===== src/hw/dtc_pkg.sv =====
// package: register offsets, field positions and carrier types of the dual timer/counter
package dtc_pkg;
   localparam logic [7:0] ADDR_CONTROL = 8'h88;
   localparam logic [7:0] ADDR_MODE = 8'h89;
   localparam logic [7:0] ADDR_A_LOW = 8'h8A;
   localparam logic [7:0] ADDR_B_LOW = 8'h8B;
   localparam logic [7:0] ADDR_A_HIGH = 8'h8C;
   localparam logic [7:0] ADDR_B_HIGH = 8'h8D;
   localparam logic [7:0] ADDR_C_RELOAD_LOW = 8'hCA;
   localparam logic [7:0] ADDR_C_RELOAD_HIGH = 8'hCB;
   localparam logic [7:0] ADDR_C_LOW = 8'hCC;
   localparam logic [7:0] ADDR_C_HIGH = 8'hCD;
   // control register bit positions
   localparam int CTL_A_RUN = 4;
   localparam int CTL_A_OVF = 5;
   localparam int CTL_B_RUN = 6;
   localparam int CTL_B_OVF = 7;
   // mode register: timer a in low nibble, timer b in high nibble
   localparam int MODE_B_BASE = 4;
   localparam int MODE_SEL_LSB = 0;
   localparam int MODE_EXT_BIT = 2;
   localparam int MODE_GATE_BIT = 3;
   localparam logic [7:0] BYTE_ZERO = 8'h00;
   localparam logic [4:0] LOW5_ONES = 5'h1F;
   localparam logic [7:0] BYTE_ONES = 8'hFF;

   typedef enum logic [1:0] {
      DTC_MODE_13BIT = 2'b00,
      DTC_MODE_16BIT = 2'b01,
      DTC_MODE_RELOAD = 2'b10,
      DTC_MODE_HOLD = 2'b11
   } dtc_mode_t;

   typedef struct packed {
      logic run;
      logic gate;
      logic ext_sel;
      dtc_mode_t mode;
   } dtc_cfg_t;

   typedef struct packed {
      logic wr_low;
      logic wr_high;
      logic [7:0] data;
   } dtc_wr_t;
endpackage


===== src/hw/dtc_counter.sv =====
// one timer/counter channel: two data bytes, mode logic and overflow pulse
`timescale 1ns/1ps
module dtc_counter (
   input wire logic clk,              // core clock
   input wire logic reset_n,          // async reset, active low
   input dtc_pkg::dtc_cfg_t cfg,      // run, gate, source, mode
   input wire logic gate_level,       // synchronised gate pin level
   input wire logic ext_fall,         // falling edge on count pin
   input dtc_pkg::dtc_wr_t wr,        // software byte writes
   output logic [7:0] count_low,      // low data byte
   output logic [7:0] count_high,     // high data byte
   output logic overflow              // one-cycle overflow pulse
);
   logic [7:0] low_r;
   logic [7:0] high_r;
   logic tick;
   logic [7:0] low_nxt;
   logic [7:0] high_nxt;
   logic ovf_nxt;

   // count enable: run and (no gate or pin high); every core cycle, or each count pin fall when ext_sel, no prescaler
   assign tick = cfg.run & (~cfg.gate | gate_level) & (cfg.ext_sel ? ext_fall : 1'b1);

   always_comb begin
      low_nxt = low_r;
      high_nxt = high_r;
      ovf_nxt = 1'b0;
      if (tick) begin
         case (cfg.mode)
            dtc_pkg::DTC_MODE_13BIT: begin
               // 13 bits: high byte plus low five bits of low byte
               low_nxt = {low_r[7:5], low_r[4:0] + 5'h01};
               if (low_r[4:0] == dtc_pkg::LOW5_ONES) begin
                  high_nxt = high_r + 8'h01;
                  ovf_nxt = (high_r == dtc_pkg::BYTE_ONES);
               end
            end
            dtc_pkg::DTC_MODE_16BIT: begin
               low_nxt = low_r + 8'h01;
               if (low_r == dtc_pkg::BYTE_ONES) begin
                  high_nxt = high_r + 8'h01;
                  ovf_nxt = (high_r == dtc_pkg::BYTE_ONES);
               end
            end
            dtc_pkg::DTC_MODE_RELOAD: begin
               // count low byte only, reload from untouched high byte
               if (low_r == dtc_pkg::BYTE_ONES) begin
                  low_nxt = high_r;
                  ovf_nxt = 1'b1;
               end else begin
                  low_nxt = low_r + 8'h01;
               end
            end
            default: begin
               low_nxt = low_r;
            end
         endcase
      end
      if (wr.wr_low) begin
         low_nxt = wr.data;
      end
      if (wr.wr_high) begin
         high_nxt = wr.data;
      end
   end

   always_ff @(posedge clk or negedge reset_n) begin
      if (!reset_n) begin
         low_r <= dtc_pkg::BYTE_ZERO;
         high_r <= dtc_pkg::BYTE_ZERO;
      end else begin
         low_r <= low_nxt;
         high_r <= high_nxt;
      end
   end

   always_ff @(posedge clk or negedge reset_n) begin
      if (!reset_n) begin
         overflow <= 1'b0;
      end else begin
         overflow <= ovf_nxt;
      end
   end

   assign count_low = low_r;
   assign count_high = high_r;
endmodule


===== src/hw/dtc_edge_sync.sv =====
// two-flop synchroniser with falling-edge detect for one pin
`timescale 1ns/1ps
module dtc_edge_sync (
   input wire logic clk,      // core clock
   input wire logic reset_n,  // async reset, active low
   input wire logic pin,      // asynchronous pin
   output logic level,        // synchronised level
   output logic fall          // one-cycle pulse on falling edge
);
   logic meta_r;
   logic sync_r;
   logic prev_r;

   always_ff @(posedge clk or negedge reset_n) begin
      if (!reset_n) begin
         meta_r <= 1'b1;
         sync_r <= 1'b1;
         prev_r <= 1'b1;
      end else begin
         meta_r <= pin;
         sync_r <= meta_r;
         prev_r <= sync_r;
      end
   end

   assign level = sync_r;
   assign fall = prev_r & ~sync_r;
endmodule


===== src/hw/dtc_top.sv =====
// dual timer/counter with special function register port
`timescale 1ns/1ps
module dtc_top (
   input wire logic clk,              // core clock, 40 MHz
   input wire logic reset_n,          // async reset, active low
   input wire logic sfr_wr,           // register write strobe
   input wire logic sfr_rd,           // register read strobe
   input wire logic [7:0] sfr_addr,   // register address
   input wire logic [7:0] sfr_wdata,  // write data
   output logic [7:0] sfr_rdata,      // read data, registered
   output logic sfr_hit,              // address maps here, registered
   input wire logic ext_irq_a_pin,    // gate pin for timer a
   input wire logic ext_irq_b_pin,    // gate pin for timer b
   input wire logic count_a_pin,      // count pin for timer a
   input wire logic count_b_pin,      // count pin for timer b
   input wire logic vector_a_ack,     // pulse: vectoring to timer a service
   input wire logic vector_b_ack,     // pulse: vectoring to timer b service
   output logic irq_a,                // timer a interrupt request
   output logic irq_b                 // timer b interrupt request
);
   //----------------------------------------
   // control and mode registers
   //----------------------------------------
   logic [7:0] control_r;
   logic [7:0] mode_r;
   logic [7:0] c_reload_low_r;
   logic [7:0] c_reload_high_r;
   logic [7:0] c_count_low_r;
   logic [7:0] c_count_high_r;
   logic [7:0] a_low;
   logic [7:0] a_high;
   logic [7:0] b_low;
   logic [7:0] b_high;
   logic a_ovf;
   logic b_ovf;
   logic gate_a_lvl;
   logic gate_b_lvl;
   logic cnt_a_fall;
   logic cnt_b_fall;
   logic wr_control;
   logic [7:0] rdata_nxt;
   logic hit_nxt;
   dtc_pkg::dtc_cfg_t cfg_a;
   dtc_pkg::dtc_cfg_t cfg_b;
   dtc_pkg::dtc_wr_t wr_a;
   dtc_pkg::dtc_wr_t wr_b;

   assign wr_control = sfr_wr && (sfr_addr == dtc_pkg::ADDR_CONTROL);

   // overflow flags: hardware set wins over software write or vector clear
   always_ff @(posedge clk or negedge reset_n) begin
      if (!reset_n) begin
         control_r <= dtc_pkg::BYTE_ZERO;
      end else begin
         if (wr_control) begin
            control_r <= sfr_wdata;
         end
         if (vector_a_ack) begin
            control_r[dtc_pkg::CTL_A_OVF] <= 1'b0;
         end
         if (vector_b_ack) begin
            control_r[dtc_pkg::CTL_B_OVF] <= 1'b0;
         end
         if (a_ovf) begin
            control_r[dtc_pkg::CTL_A_OVF] <= 1'b1;
         end
         if (b_ovf) begin
            control_r[dtc_pkg::CTL_B_OVF] <= 1'b1;
         end
      end
   end

   always_ff @(posedge clk or negedge reset_n) begin
      if (!reset_n) begin
         mode_r <= dtc_pkg::BYTE_ZERO;
      end else if (sfr_wr && (sfr_addr == dtc_pkg::ADDR_MODE)) begin
         mode_r <= sfr_wdata;
      end
   end

   //----------------------------------------
   // timer c plain data and reload registers
   //----------------------------------------
   always_ff @(posedge clk or negedge reset_n) begin
      if (!reset_n) begin
         c_reload_low_r <= dtc_pkg::BYTE_ZERO;
         c_reload_high_r <= dtc_pkg::BYTE_ZERO;
         c_count_low_r <= dtc_pkg::BYTE_ZERO;
         c_count_high_r <= dtc_pkg::BYTE_ZERO;
      end else if (sfr_wr) begin
         if (sfr_addr == dtc_pkg::ADDR_C_RELOAD_LOW) begin
            c_reload_low_r <= sfr_wdata;
         end else if (sfr_addr == dtc_pkg::ADDR_C_RELOAD_HIGH) begin
            c_reload_high_r <= sfr_wdata;
         end else if (sfr_addr == dtc_pkg::ADDR_C_LOW) begin
            c_count_low_r <= sfr_wdata;
         end else if (sfr_addr == dtc_pkg::ADDR_C_HIGH) begin
            c_count_high_r <= sfr_wdata;
         end
      end
   end

   //----------------------------------------
   // channel configuration
   //----------------------------------------
   always_comb begin
      cfg_a.run = control_r[dtc_pkg::CTL_A_RUN];
      cfg_a.gate = mode_r[dtc_pkg::MODE_GATE_BIT];
      cfg_a.ext_sel = mode_r[dtc_pkg::MODE_EXT_BIT];
      cfg_a.mode = dtc_pkg::dtc_mode_t'(mode_r[dtc_pkg::MODE_SEL_LSB +: 2]);
      cfg_b.run = control_r[dtc_pkg::CTL_B_RUN];
      cfg_b.gate = mode_r[dtc_pkg::MODE_B_BASE + dtc_pkg::MODE_GATE_BIT];
      cfg_b.ext_sel = mode_r[dtc_pkg::MODE_B_BASE + dtc_pkg::MODE_EXT_BIT];
      cfg_b.mode = dtc_pkg::dtc_mode_t'(mode_r[dtc_pkg::MODE_B_BASE + dtc_pkg::MODE_SEL_LSB +: 2]);
      wr_a.data = sfr_wdata;
      wr_a.wr_low = sfr_wr && (sfr_addr == dtc_pkg::ADDR_A_LOW);
      wr_a.wr_high = sfr_wr && (sfr_addr == dtc_pkg::ADDR_A_HIGH);
      wr_b.data = sfr_wdata;
      wr_b.wr_low = sfr_wr && (sfr_addr == dtc_pkg::ADDR_B_LOW);
      wr_b.wr_high = sfr_wr && (sfr_addr == dtc_pkg::ADDR_B_HIGH);
   end

   //----------------------------------------
   // pin synchronisers
   //----------------------------------------
   dtc_edge_sync u_sync_gate_a (
      .clk(clk),
      .reset_n(reset_n),
      .pin(ext_irq_a_pin),
      .level(gate_a_lvl),
      .fall()
   );

   dtc_edge_sync u_sync_gate_b (
      .clk(clk),
      .reset_n(reset_n),
      .pin(ext_irq_b_pin),
      .level(gate_b_lvl),
      .fall()
   );

   dtc_edge_sync u_sync_cnt_a (
      .clk(clk),
      .reset_n(reset_n),
      .pin(count_a_pin),
      .level(),
      .fall(cnt_a_fall)
   );

   dtc_edge_sync u_sync_cnt_b (
      .clk(clk),
      .reset_n(reset_n),
      .pin(count_b_pin),
      .level(),
      .fall(cnt_b_fall)
   );

   //----------------------------------------
   // the two identical channels
   //----------------------------------------
   dtc_counter u_timer_a (
      .clk(clk),
      .reset_n(reset_n),
      .cfg(cfg_a),
      .gate_level(gate_a_lvl),
      .ext_fall(cnt_a_fall),
      .wr(wr_a),
      .count_low(a_low),
      .count_high(a_high),
      .overflow(a_ovf)
   );

   dtc_counter u_timer_b (
      .clk(clk),
      .reset_n(reset_n),
      .cfg(cfg_b),
      .gate_level(gate_b_lvl),
      .ext_fall(cnt_b_fall),
      .wr(wr_b),
      .count_low(b_low),
      .count_high(b_high),
      .overflow(b_ovf)
   );

   assign irq_a = control_r[dtc_pkg::CTL_A_OVF];
   assign irq_b = control_r[dtc_pkg::CTL_B_OVF];

   //----------------------------------------
   // read path
   //----------------------------------------
   always_comb begin
      rdata_nxt = dtc_pkg::BYTE_ZERO;
      hit_nxt = 1'b1;
      if (sfr_addr == dtc_pkg::ADDR_CONTROL) begin
         rdata_nxt = control_r;
      end else if (sfr_addr == dtc_pkg::ADDR_MODE) begin
         rdata_nxt = mode_r;
      end else if (sfr_addr == dtc_pkg::ADDR_A_LOW) begin
         rdata_nxt = a_low;
      end else if (sfr_addr == dtc_pkg::ADDR_B_LOW) begin
         rdata_nxt = b_low;
      end else if (sfr_addr == dtc_pkg::ADDR_A_HIGH) begin
         rdata_nxt = a_high;
      end else if (sfr_addr == dtc_pkg::ADDR_B_HIGH) begin
         rdata_nxt = b_high;
      end else if (sfr_addr == dtc_pkg::ADDR_C_RELOAD_LOW) begin
         rdata_nxt = c_reload_low_r;
      end else if (sfr_addr == dtc_pkg::ADDR_C_RELOAD_HIGH) begin
         rdata_nxt = c_reload_high_r;
      end else if (sfr_addr == dtc_pkg::ADDR_C_LOW) begin
         rdata_nxt = c_count_low_r;
      end else if (sfr_addr == dtc_pkg::ADDR_C_HIGH) begin
         rdata_nxt = c_count_high_r;
      end else begin
         hit_nxt = 1'b0;
      end
   end

   always_ff @(posedge clk or negedge reset_n) begin
      if (!reset_n) begin
         sfr_rdata <= dtc_pkg::BYTE_ZERO;
         sfr_hit <= 1'b0;
      end else if (sfr_rd) begin
         sfr_rdata <= rdata_nxt;
         sfr_hit <= hit_nxt;
      end else begin
         sfr_hit <= 1'b0;
      end
   end
endmodule

===== config.mk =====
export PLATFORM = sky130hd
export DESIGN_NAME = dtc_top
export DESIGN_NICKNAME = d
export VERILOG_FILES = /design/src/hw/dtc_pkg.sv /design/src/hw/dtc_counter.sv /design/src/hw/dtc_edge_sync.sv /design/src/hw/dtc_top.sv
export SDC_FILE = /design/constraint.sdc
export NUM_CORES = 1
export LEC_CHECK = 0
export ABC_AREA = 1
export BUFFER_PORTS_ARGS = -buffer_cell sky130_fd_sc_hd__clkbuf_2
export CELL_PAD_IN_SITES_DETAIL_PLACEMENT = 1
export CELL_PAD_IN_SITES_GLOBAL_PLACEMENT = 1
export CORE_UTILIZATION = 25
export DETAILED_ROUTE_END_ITERATION = 8
export HOLD_SLACK_MARGIN = 0.1
export PLACE_DENSITY = 0.47
export SLEW_MARGIN = 20
export SYNTH_ARGS = -nofsm -noshare
export SYNTH_HDL_FRONTEND = slang
export SYNTH_HIERARCHICAL = 1
export SYNTH_SLANG_ARGS = --single-unit

===== constraint.sdc =====
create_clock -name clk -period 1.9 [get_ports clk]
set_input_delay 0.095 -clock clk [delete_from_list [all_inputs] [get_ports clk]]
set_output_delay 0.095 -clock clk [all_outputs]
set_load 0.1 [all_outputs]

==> results.ini <==
[timing]
finalSetupViolations=0
final.setup_skew_ns=0.0101
timing.final.hold_violations=0
final_period_util_pct=90.8
worst-slew-pin-transition_ns=0.547
max_freq_mhz=580
rsz0062_at_grt=false
final_period_minus_worst_setup_slack_ns=1.72
setup_total_negative_slack_ns=0
final-max-slew-violation-count=0
whs_ns=0.184
max_slew_headroom_at_the_worst_pin_pct=63.7

[clock_network]
cts.repair_timing.setup_buffer_count=0
clock_tree_from_tritoncts=built
cts-buffers-inserted=9
max-clock-path-buffers=2
ctsRootBufferMaster=sky130_fd_sc_hd__clkbuf_16
htree_num_levels=3
cts_sinks=101
clock_insertion_delay_worst_skew_ns=0.36
path_clk_slew_ns=0.08

[synthesis]
synth.cell_area_sq_um=6480
synth.net_count=965
avgSynthCellArea_sq_um=7.02
synth_cells=923
yosys_warnings=6

[final_layout]
flow.area_growth_from_synthesis_pct=18.3
post_route_cells_drive_above_1_share_pct=17.6
num-nets-final=1045
diodes=0
finish.utilization_pct=30.3

[place]
io_buffer_count=36
detailed_place_hpwl_um=18600
gpl.final_weighted_congestion=0.789

[pwr]
ir_worst_vdd_uv=405
p_clk_share_pct=29.8
power.combinational.fraction_pct=28.5
cell_internal_pwr_mw=4.05
power.switching_fraction_pct=38.1
fin_total_pwr_mw=6.55
leakage_nw=3.94
p_per_area_nw_per_um2=855
p_sw_mw=2.50
pwr-share-seq_pct=41.7

[route]
routed_vias=6026
routed_via_density=4.50
dr.pass1.iters=5
wire_per_inst_um=18.0
routed_wirelength_um=24100
drc=0
first_iter_violations=386
route.antenna.remaining_nets=0

[die]
chipWidth_um=163
design.core.area_sq_um=25300
initial_core_util_pct=25.6
die_height_um=163
rows=58
dieArea_sq_um=26600
floorplan.io_pins=37

[worst_setup_path]
worstPathMaxFanout=11
cp.arrival_ns=1.98
worst_ep_required_time_ns=2.15
worst_setup_path_start_kind=register
setup.worst_path.class=reg2reg
worstSetupEndpointType=register

[flow_run]
max_cap_violations=0

[global_route]
top_usage_layer=met2
grtUsageMet2_pct=31.7
grt_use_met3_pct=2.01
grt_first_pass_wirelength_um=37400
vias_in_the_first_global_route=6057
globalRouteMet1Util_pct=26.4
antenna_found_initial=0
grt_overall_usage_pct=19.0
pin_count_of_the_biggest_net_entering_global_routing=48
grt_remaining_overflow=0

[min_path]
hold_class=in2reg

[outcome]
outcome=complete, no violations

==> final timing paths <==
path                                        start                 endpoint  slack (ns)  depth (start not counted)
max reg2reg                u_timer_b/count_low[0]  u_timer_b/count_high[7]        0.18                         12
max                        u_timer_b/count_low[0]  u_timer_b/count_high[7]        0.18                         12
min in group asynchronous                 reset_n        c_count_high_r[2]        0.26                          3
min reg2reg                   u_sync_cnt_b/meta_r       u_sync_cnt_b/level        0.36                          0
min                                  sfr_wdata[6]  u_timer_b/count_high[6]        0.18                          5
max in group asynchronous                 reset_n  u_timer_b/count_high[6]        1.16                          3
==> sequential cells by signal, summed over array words and instances, names as in the netlist, 8 cells and up <==
name,flops
u_timer_a/count_high,8
mode_r,8
u_timer_a/count_low,8
u_timer_b/count_high,8
control_r,8
c_reload_low_r,8
u_timer_b/count_low,8
c_count_high_r,8
sfr_rdata,8
c_reload_high_r,8
c_count_low_r,8
==> critical path: stages, from the launching register on <==
cell and delay [ns]:
sky130_fd_sc_hd__dfrtp_1 0.39, sky130_fd_sc_hd__ha_1 0.21, sky130_fd_sc_hd__nand2_2 0.12, sky130_fd_sc_hd__nor2_8 0.04, sky130_fd_sc_hd__ha_1 0.18, sky130_fd_sc_hd__inv_1 0.10, sky130_fd_sc_hd__nand3_1 0.09, sky130_fd_sc_hd__nand2_1 0.09
sky130_fd_sc_hd__inv_2 0.04, sky130_fd_sc_hd__nand3_4 0.14, sky130_fd_sc_hd__inv_2 0.10, sky130_fd_sc_hd__nand2_1 0.07, sky130_fd_sc_hd__nand2_1 0.04
==> through the flow <==
| stage | instance area [sq um] | setup WS (ns) | instances |
|---|---|---|---|
| 2_1_floorplan | 6480 | 0.274 | 923 |
| 3_3_place_gp | 7290 | 0.156 | 1314 |
| 3_5_place_dp | 7290 | 0.112 | 1314 |
| 4_1_cts | 7660 | 0.139 | 1338 |
| 5_1_grt | 7660 | 0.0193 | 1338 |
| 6_report | 7660 | 0.175 | 1338 |
==> layout by cell type, fill, tap and decap left out, types with 5 or more instances in the layout <==
master,count
sky130_fd_sc_hd__a21oi_1,18
sky130_fd_sc_hd__buf_4,42
sky130_fd_sc_hd__clkbuf_16,9
sky130_fd_sc_hd__clkbuf_2,35
sky130_fd_sc_hd__dfrtp_1,91
sky130_fd_sc_hd__dfstp_2,10
sky130_fd_sc_hd__dlygate4sd3_1,8
sky130_fd_sc_hd__ha_1,16
sky130_fd_sc_hd__inv_1,90
sky130_fd_sc_hd__inv_2,19
sky130_fd_sc_hd__nand2_1,333
sky130_fd_sc_hd__nand2_2,18
sky130_fd_sc_hd__nand3_1,63
sky130_fd_sc_hd__nand3b_1,10
sky130_fd_sc_hd__nor2_1,88
sky130_fd_sc_hd__nor2_2,6
sky130_fd_sc_hd__nor2_4,7
sky130_fd_sc_hd__o21ai_0,59
sky130_fd_sc_hd__o21ai_1,19
sky130_fd_sc_hd__o21ai_2,10
sky130_fd_sc_hd__o21bai_1,5
==> routing by layer <==
metal | routed length [um] | part of all wire, %
met3 | 434 | 1.8
met1 | 11900 | 50
met5 | 0 | 0
met4 | 306 | 1.3
met2 | 11400 | 47
==> power by group through the flow <==
stage	sequential (mW)	clock, mW	combinational (mW)
2_1_floorplan	2.70	0	1.18
3_3_place_gp	2.78	0	1.87
3_5_place_dp	2.78	0	1.89
4_1_cts	2.75	2.02	1.90
5_1_grt	2.78	2.08	2.13
6_report	2.73	1.95	1.87
==> area by class of cell <==
cell class	count	area, sq um
inverters	114	432
fillers	3170	17700
multi-input cells	691	3400
clock buffers	10	229
repair buffers	86	591
clock inverters	6	57.6
flip-flops and latches	101	2540
well taps	330	413
==> timing repair <==
item,in CTS,in global routing
hold buffers,8,0
endpoints found under the setup margin,0,1
resized for setup,0,1
hold endpoints to repair,107,0
(Power assumes the default switching activity.)
